$ cat config.mk
export PLATFORM = sky130hd
export DESIGN_NAME = rbbc_top
export DESIGN_NICKNAME = d
export VERILOG_FILES = /design/src/rtl/rbbc_sync.v /design/src/rtl/rbbc_top.v
export VERILOG_INCLUDE_DIRS = /design/src /design/src/rtl
export SDC_FILE = /design/constraint.sdc
export NUM_CORES = 1
export LEC_CHECK = 0
export BUFFER_PORTS_ARGS = -buffer_cell sky130_fd_sc_hd__buf_4
export CORE_UTILIZATION = 30
export DETAILED_ROUTE_END_ITERATION = 6
export PLACE_DENSITY = 0.54
export SETUP_SLACK_MARGIN = 0.1
export SLEW_MARGIN = 15
export SYNTH_ARGS = -nofsm -noshare
export SYNTH_HDL_FRONTEND = slang
export SYNTH_HIERARCHICAL = 1
export SYNTH_SLANG_ARGS = --single-unit
$ cat constraint.sdc
create_clock -name ref_clk -period 2.2 [get_ports ref_clk]
set_input_delay 0.22 -clock ref_clk [delete_from_list [all_inputs] [get_ports ref_clk]]
set_output_delay 0.22 -clock ref_clk [all_outputs]
set_load 0.005 [all_outputs]
$ cat src/rtl/rbbc_consts.vh
// Constants for the reset and boot bank control block.
// Assumes a 100 MHz ref_clk standing in for the oscillator clock.
`ifndef RBBC_CONSTS_VH
`define RBBC_CONSTS_VH

// ----------------------------------------------------------------------
// Register map (byte addresses, word aligned)
// ----------------------------------------------------------------------
`define RBBC_ADDR_CTRL        4'h0
`define RBBC_ADDR_STATUS      4'h4
`define RBBC_ADDR_FLASHCFG    4'h8
`define RBBC_ADDR_IRQEN       4'hc

// ----------------------------------------------------------------------
// Field positions
// ----------------------------------------------------------------------
`define RBBC_CTRL_LATCHOFF    0
`define RBBC_CTRL_SIXCLK      1
`define RBBC_CTRL_EMUFLAG     2
`define RBBC_CTRL_BOOTDONE    3
`define RBBC_CTRL_WDTKEEP     4
`define RBBC_CTRL_XDATA       5
`define RBBC_STAT_POWERUP     0
`define RBBC_STAT_HOSTMODE    1
`define RBBC_STAT_EXTFETCH    2
`define RBBC_STAT_BROWNOUT    3
`define RBBC_STAT_EMUMODE     4
`define RBBC_FCF_BANKSEL      0
`define RBBC_FCF_SOFTREQ      1
`define RBBC_IEA_BOIRQEN      3

// ----------------------------------------------------------------------
// Timing
// ----------------------------------------------------------------------
`define RBBC_OSC_PER_MC_STD   4'd12
`define RBBC_OSC_PER_MC_SIX   4'd6
`define RBBC_RESET_MC         8'd2
`define RBBC_HOST_MC          8'd10
`define RBBC_BROWNOUT_OSC     3'd4
`define RBBC_AUTOBAUD_MS      400
`define RBBC_CLK_KHZ          100000

`endif

$ cat src/rtl/rbbc_sync.v
// Two-flip-flop synchroniser for one asynchronous level.
// Assumes ref_clk domain; clkEn freezes it like the rest of the block.
`default_nettype none

module rbbc_sync (
    // Clock and control
    input  wire ref_clk,
    input  wire srst,
    input  wire clkEn,
    // Data
    input  wire asyncIn,
    output wire syncOut
);
    reg stage1_reg;
    reg stage2_reg;

    always @(posedge ref_clk) begin
        if (srst) begin
            stage1_reg <= 1'b0;
            stage2_reg <= 1'b0;
        end else if (clkEn) begin
            stage1_reg <= asyncIn;
            stage2_reg <= stage1_reg;
        end
    end

    assign syncOut = stage2_reg;
endmodule

`default_nettype wire

$ cat src/rtl/rbbc_top.v
// Reset sequencing, boot bank control and address latch strobe generation.
// Assumes pins are asynchronous to ref_clk; registers on Avalon-MM, 4-bit byte address.
//
// Design decisions made here: register access over Avalon-MM and the register offsets.
`default_nettype none
`include "rbbc_consts.vh"

module rbbc_top #(
    parameter AUTOBAUD_CYCLES = `RBBC_AUTOBAUD_MS * `RBBC_CLK_KHZ
) (
    // Clock, reset, enable
    input  wire        ref_clk,
    input  wire        srst,
    input  wire        clkEn,
    // Avalon-MM slave
    input  wire [3:0]  avAddress,
    input  wire        avRead,
    input  wire        avWrite,
    input  wire [31:0] avWriteData,
    output reg  [31:0] avReadData,
    output reg         avWaitRequest,
    // Pins and reset sources
    input  wire        resetPin,
    input  wire        progStoreStrobeIn,
    input  wire        extAccessSelect,
    input  wire        brownoutLow,
    input  wire        watchdogReset,
    input  wire        autobaudOk,
    // Core-facing inputs and outputs
    input  wire [15:0] fetchAddr,
    output reg         cpuReset,
    output reg         pcClear,
    output reg         brownoutIrq,
    output reg         bootBlockSel,
    output reg         extFetch,
    output reg         hostMode,
    output reg         addrLatchStrobe
);
    // ------------------------------------------------------------------
    // Synchronised pins
    // ------------------------------------------------------------------
    wire rstSync;
    wire psenSync;
    wire eaSync;
    wire boSync;

    rbbc_sync uRst (.ref_clk(ref_clk), .srst(srst), .clkEn(clkEn),
                    .asyncIn(resetPin), .syncOut(rstSync));
    rbbc_sync uPsen (.ref_clk(ref_clk), .srst(srst), .clkEn(clkEn),
                     .asyncIn(progStoreStrobeIn), .syncOut(psenSync));
    rbbc_sync uEa (.ref_clk(ref_clk), .srst(srst), .clkEn(clkEn),
                   .asyncIn(extAccessSelect), .syncOut(eaSync));
    rbbc_sync uBo (.ref_clk(ref_clk), .srst(srst), .clkEn(clkEn),
                   .asyncIn(brownoutLow), .syncOut(boSync));

    // ------------------------------------------------------------------
    // Registers
    // ------------------------------------------------------------------
    reg        latchOff_reg;
    reg        sixClk_reg;
    reg        emuFlag_reg;
    reg        bootDone_reg;
    reg        wdtKeep_reg;
    reg        xdataAcc_reg;
    reg        powerUp_reg;
    reg        softReq_reg;
    reg        bankSel_reg;
    reg        boIrqEn_reg;
    reg        emuMode_reg;
    reg        porDone_reg;
    reg [3:0]  oscCnt_reg;
    reg        mcTick_reg;
    reg [7:0]  rstMc_reg;
    reg        psenPrev_reg;
    reg        hostArm_reg;
    reg [2:0]  boCnt_reg;
    reg        boActive_reg;
    reg [31:0] baudCnt_reg;
    reg [1:0]  aleCnt_reg;
    reg        skipPending_reg;
    reg        xdataPrev_reg;
    reg        boRstPrev_reg;

    wire [3:0] mcLen = sixClk_reg ? `RBBC_OSC_PER_MC_SIX : `RBBC_OSC_PER_MC_STD;
    wire       extRstHeld = rstMc_reg >= `RBBC_RESET_MC;
    // A write lands only at the edge where waitrequest is seen low. The master
    // holds its request until that edge, so landing it one edge earlier would
    // commit a write that the master does not yet count as complete.
    wire       busAcc = avWrite && !avWaitRequest;
    wire       wrCtrl = busAcc && avWrite && avAddress == `RBBC_ADDR_CTRL;
    wire       wrStat = busAcc && avWrite && avAddress == `RBBC_ADDR_STATUS;
    wire       wrFcf  = busAcc && avWrite && avAddress == `RBBC_ADDR_FLASHCFG;
    wire       wrIea  = busAcc && avWrite && avAddress == `RBBC_ADDR_IRQEN;
    wire       softEdge = wrFcf && !softReq_reg
                          && avWriteData[`RBBC_FCF_SOFTREQ];
    wire       ieaClearInBo = wrIea && boIrqEn_reg && boActive_reg
                              && !avWriteData[`RBBC_IEA_BOIRQEN];
    // The brownout condition is a level that can last many cycles, while a
    // reset is an event. Only the first cycle of the level resets, so one dip
    // gives one pcClear pulse and does not hold the core in a reset loop.
    wire       boResetLvl = boActive_reg && (!boIrqEn_reg || ieaClearInBo);
    wire       boReset = boResetLvl && !boRstPrev_reg;
    wire       baudTimeout = !bootDone_reg && !emuMode_reg
                             && baudCnt_reg >= AUTOBAUD_CYCLES - 1;
    wire       bootSoft = baudTimeout && !autobaudOk && !emuFlag_reg;
    wire       anySoft = softEdge || bootSoft;

    // ------------------------------------------------------------------
    // Machine cycle timing
    // ------------------------------------------------------------------
    always @(posedge ref_clk) begin
        if (srst) begin
            oscCnt_reg <= 4'h0;
            mcTick_reg <= 1'b0;
        end else if (clkEn) begin
            mcTick_reg <= oscCnt_reg == mcLen - 4'h1;
            oscCnt_reg <= (oscCnt_reg >= mcLen - 4'h1) ? 4'h0 : oscCnt_reg + 4'h1;
        end
    end

    // ------------------------------------------------------------------
    // Reset pin, host mode entry, brownout filter
    // ------------------------------------------------------------------
    always @(posedge ref_clk) begin
        if (srst) begin
            rstMc_reg    <= 8'h00;
            psenPrev_reg <= 1'b1;
            hostArm_reg  <= 1'b0;
            hostMode     <= 1'b0;
            boCnt_reg    <= 3'h0;
            boActive_reg <= 1'b0;
        end else if (clkEn) begin
            psenPrev_reg <= psenSync;
            if (!rstSync) begin
                rstMc_reg   <= 8'h00;
                hostArm_reg <= 1'b0;
            end else if (mcTick_reg && rstMc_reg != 8'hff) begin
                rstMc_reg <= rstMc_reg + 8'h01;
            end
            if (rstSync && psenPrev_reg && !psenSync)
                hostArm_reg <= 1'b1;
            // Decision is taken when reset is released.
            if (rstMc_reg != 8'h00 && !rstSync)
                hostMode <= hostArm_reg && rstMc_reg > `RBBC_HOST_MC;
            if (!boSync) begin
                boCnt_reg    <= 3'h0;
                boActive_reg <= 1'b0;
            end else if (boCnt_reg < `RBBC_BROWNOUT_OSC - 3'h1) begin
                boCnt_reg <= boCnt_reg + 3'h1;
            end else begin
                boActive_reg <= 1'b1;
            end
        end
    end

    // ------------------------------------------------------------------
    // Brownout reset edge
    // ------------------------------------------------------------------
    // Remembers whether the brownout reset level was already present, so
    // that a long dip is reported once. Clearing the interrupt enable during
    // a dip raises the level from low, which gives the one reset it needs.
    always @(posedge ref_clk) begin
        if (srst) begin
            boRstPrev_reg <= 1'b0;
        end else if (clkEn) begin
            boRstPrev_reg <= boResetLvl;
        end
    end

    // ------------------------------------------------------------------
    // Reset sources and bank bits
    // ------------------------------------------------------------------
    always @(posedge ref_clk) begin
        if (srst) begin
            powerUp_reg  <= 1'b1;
            softReq_reg  <= 1'b0;
            bankSel_reg  <= 1'b0;
            porDone_reg  <= 1'b0;
            cpuReset     <= 1'b1;
            pcClear      <= 1'b0;
            brownoutIrq  <= 1'b0;
            baudCnt_reg  <= 32'h0;
            emuMode_reg  <= 1'b0;
            bootDone_reg <= 1'b0;
        end else if (clkEn) begin
            porDone_reg <= 1'b1;
            pcClear     <= 1'b0;
            cpuReset    <= extRstHeld || !porDone_reg;
            brownoutIrq <= boActive_reg && boIrqEn_reg;
            if (wrStat && avWriteData[`RBBC_STAT_POWERUP])
                powerUp_reg <= 1'b0;
            if (extRstHeld) begin
                softReq_reg  <= 1'b0;
                bankSel_reg  <= 1'b0;
                baudCnt_reg  <= 32'h0;
                emuMode_reg  <= 1'b0;
                bootDone_reg <= 1'b0;
            end else if (anySoft) begin
                softReq_reg  <= 1'b1;
                bankSel_reg  <= 1'b0;
                pcClear      <= 1'b1;
                bootDone_reg <= 1'b1;
            end else if (boReset || watchdogReset) begin
                bankSel_reg <= 1'b0;
                pcClear     <= 1'b1;
            end else begin
                if (wrFcf)
                    bankSel_reg <= avWriteData[`RBBC_FCF_BANKSEL];
                if (!bootDone_reg && !emuMode_reg) begin
                    baudCnt_reg <= baudCnt_reg + 32'h1;
                    if (autobaudOk)
                        bootDone_reg <= 1'b1;
                    else if (baudTimeout)
                        emuMode_reg <= 1'b1;
                end
            end
        end
    end

    // ------------------------------------------------------------------
    // Bank decode and fetch source
    // ------------------------------------------------------------------
    always @(posedge ref_clk) begin
        if (srst) begin
            bootBlockSel <= 1'b1;
            extFetch     <= 1'b0;
        end else if (clkEn) begin
            bootBlockSel <= !softReq_reg && fetchAddr[15:13] == 3'h0;
            extFetch     <= !eaSync;
        end
    end

    // ------------------------------------------------------------------
    // Control registers; a soft reset restores all but the six-clock, emulation and watchdog bits
    // ------------------------------------------------------------------
    always @(posedge ref_clk) begin
        if (srst) begin
            latchOff_reg <= 1'b0;
            sixClk_reg   <= 1'b0;
            emuFlag_reg  <= 1'b0;
            wdtKeep_reg  <= 1'b0;
            xdataAcc_reg <= 1'b0;
            boIrqEn_reg  <= 1'b0;
        end else if (clkEn) begin
            if (anySoft || extRstHeld || boReset || watchdogReset) begin
                latchOff_reg <= 1'b0;
                xdataAcc_reg <= 1'b0;
                boIrqEn_reg  <= 1'b0;
                if (extRstHeld)
                    wdtKeep_reg <= 1'b0;
            end else begin
                if (wrCtrl) begin
                    latchOff_reg <= avWriteData[`RBBC_CTRL_LATCHOFF];
                    sixClk_reg   <= avWriteData[`RBBC_CTRL_SIXCLK];
                    emuFlag_reg  <= avWriteData[`RBBC_CTRL_EMUFLAG];
                    wdtKeep_reg  <= avWriteData[`RBBC_CTRL_WDTKEEP];
                    xdataAcc_reg <= avWriteData[`RBBC_CTRL_XDATA];
                end
                if (wrIea)
                    boIrqEn_reg <= avWriteData[`RBBC_IEA_BOIRQEN];
            end
        end
    end

    // ------------------------------------------------------------------
    // Address latch strobe: two pulses per machine cycle
    // ------------------------------------------------------------------
    always @(posedge ref_clk) begin
        if (srst) begin
            aleCnt_reg      <= 2'h0;
            addrLatchStrobe <= 1'b0;
            skipPending_reg <= 1'b0;
            xdataPrev_reg   <= 1'b0;
        end else if (clkEn) begin
            xdataPrev_reg <= xdataAcc_reg;
            addrLatchStrobe <= 1'b0;
            if (xdataAcc_reg && !xdataPrev_reg)
                skipPending_reg <= 1'b1;
            if (oscCnt_reg == 4'h0 || oscCnt_reg == (mcLen >> 1)) begin
                if (skipPending_reg) begin
                    skipPending_reg <= 1'b0;
                end else if (!latchOff_reg && !cpuReset) begin
                    addrLatchStrobe <= 1'b1;
                end
            end
            aleCnt_reg <= aleCnt_reg + 2'h1;
        end
    end

    // ------------------------------------------------------------------
    // Avalon-MM slave: one wait cycle, then answer
    // ------------------------------------------------------------------
    always @(posedge ref_clk) begin
        if (srst) begin
            avWaitRequest <= 1'b1;
            avReadData    <= 32'h0;
        end else if (clkEn) begin
            avWaitRequest <= !((avRead || avWrite) && avWaitRequest);
            if (avRead && avWaitRequest) begin
                case (avAddress)
                    `RBBC_ADDR_CTRL:
                        avReadData <= {26'h0, xdataAcc_reg, wdtKeep_reg, bootDone_reg,
                                       emuFlag_reg, sixClk_reg, latchOff_reg};
                    `RBBC_ADDR_STATUS:
                        avReadData <= {27'h0, emuMode_reg, boActive_reg, extFetch,
                                       hostMode, powerUp_reg};
                    `RBBC_ADDR_FLASHCFG:
                        avReadData <= {30'h0, softReq_reg, bankSel_reg};
                    `RBBC_ADDR_IRQEN:
                        avReadData <= {28'h0, boIrqEn_reg, 3'h0};
                    default:
                        avReadData <= 32'h0;
                endcase
            end
        end
    end
endmodule

`default_nettype wire

==> run_results.csv <==
group,metric,value,unit
floorplanning,core_area,0.0148,mm²
final_layout,fin_util,0.397,
floorplanning,rows,44,
cts,clockRootBuffer,"clkbuf_16",
drt,routed_via_density,5.19,
synthesis,async_flop_share,0,
drt,drt-wirelength-per-cell,15.1,µm
drt,ant_nets,0,
place,place_area,0.00521,mm²
drt,drt_iter0_markers,199,
cts,clock_latency,0.35,ns
final_layout,final_nets,702,
timing,slew_violations,0,
status,violations,"negative setup slack",
timing,fin_ws,-0.0343,ns
floorplanning,die-area,0.0159,mm²
cts,ctsHoldBuffers,0,
power_and_ir_drop,cellLeakagePower,2.25,nW
final_layout,largest_reg_flops,32,
drt,vias,4248,
synthesis,synth.yosys.seq_area_share,0.382,
synthesis,post-synth-top-count-cell,"dfxtp_1",
place,dp_cells,792,
synthesis,synth_area_leaders,"dfxtp_1 38%, mux2i_1 5.4%, buf_4 4.9%",
timing,final.min_clock_period,2.23,ns
floorplanning,fp.dieH,126,µm
critical_path,crit_chain,"and2_4 > o31ai_4 > o211ai_1 > o21ai_2 > a21oi_4 > buf_12 > or4_1 > a21oi_2",
timing,hold_viol,0,
critical_path,cp_top_family,"compound AO/OA/AOI/OAI gates",
critical_path,critical_path_required,2.48,ns
drt,first_pass_iters,4,
cts,clkSinkCount,88,
synthesis,ys_top_cells_by_count,"88 x dfxtp_1, 59 x nor2_1, 53 x nand2_1",
synthesis,synth-edff-count,0,
synthesis,synth_area,0.00461,mm²
floorplanning,ios,103,
global_route,grt_usage,0.152,
drt,met1Wirelength,5390,µm
place,hpwl,8280,µm
synthesis,synth_cell_types,56,
global_route,antenna_found_initial,0,
synthesis,yosys.area.top_type_share,0.382,
critical_path,cp_slowest_cell,"or4_1",
timing,rsz0062_at_grt,"true",
global_route,grt_pass1_wl,19200,µm
cts,cts_buffers,9,
final_layout,n_fill_cell,1505,
critical_path,cpPeakStageDelay,0.50,ns
drt,met2_length,6440,µm
synthesis,synth.avg_cell_area,8.22,µm²
timing,tightest_slew,0.612,ns
place,place.gp.congestion,0.813,
final_layout,layout-drive-gt1-share,0.235,
critical_path,end_kind,"register",
floorplanning,die_w,126,µm
synthesis,synthFlopType,"dfxtp_1",
timing,whs,0.109,ns
critical_path,critPathBufInv,1,
status,status,"finished, violations left",
critical_path,critPathMaxFanout,26,
critical_path,cp.arrival,2.52,ns
final_layout,antenna_cells,0,
synthesis,yosysTopAreaCell,"dfxtp_1",
final_layout,regArea,0.00177,mm²
power_and_ir_drop,peakVddDrop,449,µV
synthesis,synth_cells,561,
job,maxCapViolCount,0,
floorplanning,start_util,0.313,
drt,dr_wl_met3,369,µm
timing,finalSetupViolations,3,
final_layout,stdcell_count,818,
global_route,grt_start_max_net_pins,52,
place,io_buffers,37,
cts,cts_buffer_depth,2,
place,pre_cts_ws,0.00972,ns
final_layout,multi_input_area,0.00282,mm²
cts,path_clk_slew,0.07,ns
global_route,grt_pass1_vias,4067,
final_layout,design_area,0.00586,mm²
min_path,hp-class,"in2reg",
final_layout,syn_to_final_growth,27.1,%
cts,tritoncts,"built",
power_and_ir_drop,power.density,582,mW/mm²
timing,fin_crit_sh,1.02,
timing,slew_headroom,0.586,
critical_path,startpoint_type,"register",
synthesis,yosys_warnings,6,
drt,finalWirelength,12300,µm
drt,maxUsedRoutingLayer,"met4",
global_route,grt_overflow,0,
critical_path,worstSetupPathType,"reg2reg",
drt,drcViolationCount,0,
timing,finClkSkew,0.00899,ns
synthesis,ys_seq_elements,88,
cts,cts_max_level,3,
timing,fmax,448,MHz
[path summary, 6_finish.rpt]
kind                                      from                           end  slack (ns)  depth (start not counted)
setup / recovery  baudCnt_reg[22]$_SDFFE_PP0P_  baudCnt_reg[17]$_SDFFE_PP0P_       -0.03                          8
hold / removal                     brownoutLow   uBo/stage1_reg$_SDFFE_PP0P_        0.11                          3
setup reg to reg  baudCnt_reg[22]$_SDFFE_PP0P_  baudCnt_reg[17]$_SDFFE_PP0P_       -0.03                          8
hold reg to reg       uEa/syncOut$_SDFFE_PP0P_         extFetch$_SDFFE_PP0P_        0.45                          1
[layer usage]
layer | track usage | vias to the layer above
met5 | 0 | -
met4 | 0.0446 | 0
met3 | 0.0442 | 12
met2 | 0.278 | 49
met1 | 0.169 | 2055
li1 | - | 2132
[where the power goes]
part	switching, mW	total (mW)	internal [mW]
Sequential	0.0231	1.64	1.62
Combinational	0.167	0.289	0.122
Clock	0.680	1.48	0.800
Total	0.870	3.41	2.54
[cells by family (layout without fill, tap and decap cells)]
logic type      Yosys count  count (layout)  synth area share
simple gates            246             246             0.279
mux                      25              25            0.0543
fa+ha+maj                10              10            0.0271
buf+inv                  67             115            0.0814
compound gates          118             118             0.164
xor+xnor                  6               6            0.0114
flops                    88              88             0.382
other cells               1              26          0.000813
[area by class of cell]
type	count	share of cell area
clock inverters	6	0.00726
well taps	184	0.0393
inverters	14	0.00896
flip-flops and latches	88	0.302
multi-input cells	431	0.482
repair buffers	85	0.120
clock buffers	10	0.0408
[what timing repair did]
action / in CTS / in global routing
cloned: 0 / 3
setup endpoints to repair: 37 / 46
buffers inserted: 1 / 7
pin swaps: 4 / 20
gates resized for setup: 12 / 46
[layout by cell type, fill, tap and decap left out, drive strengths merged, types with 10 or more instances in the layout]
cell / netlist / final
dfxtp: 88 / 88
or4: 21 / 21
ha: 10 / 10
buf: 42 / 84
a21oi: 44 / 44
nand3: 30 / 30
nor2: 59 / 59
o21ai: 15 / 15
nand2: 53 / 53
conb: 1 / 26
mux2i: 25 / 25
nand4: 12 / 12
inv: 13 / 15
nor3: 18 / 18
o31ai: 22 / 22
clkbuf: 11 / 11
[tightest hold or removal path: cells and delay by family]
kind | cells | cell delay (ns)
buf+inv | 1 | 0.08
simple gates | 1 | 0.07
mux | 1 | 0.06
[through the flow]
stage	setup TNS (ns)	power (mW)
final	-0.0540	3.41
after global routing	-1.62	3.57
after CTS	0	3.44
after detailed placement	0	1.95
after global placement	0	1.95
after floorplan	0	1.85
Note: power is estimated with default switching activity, not from simulation.
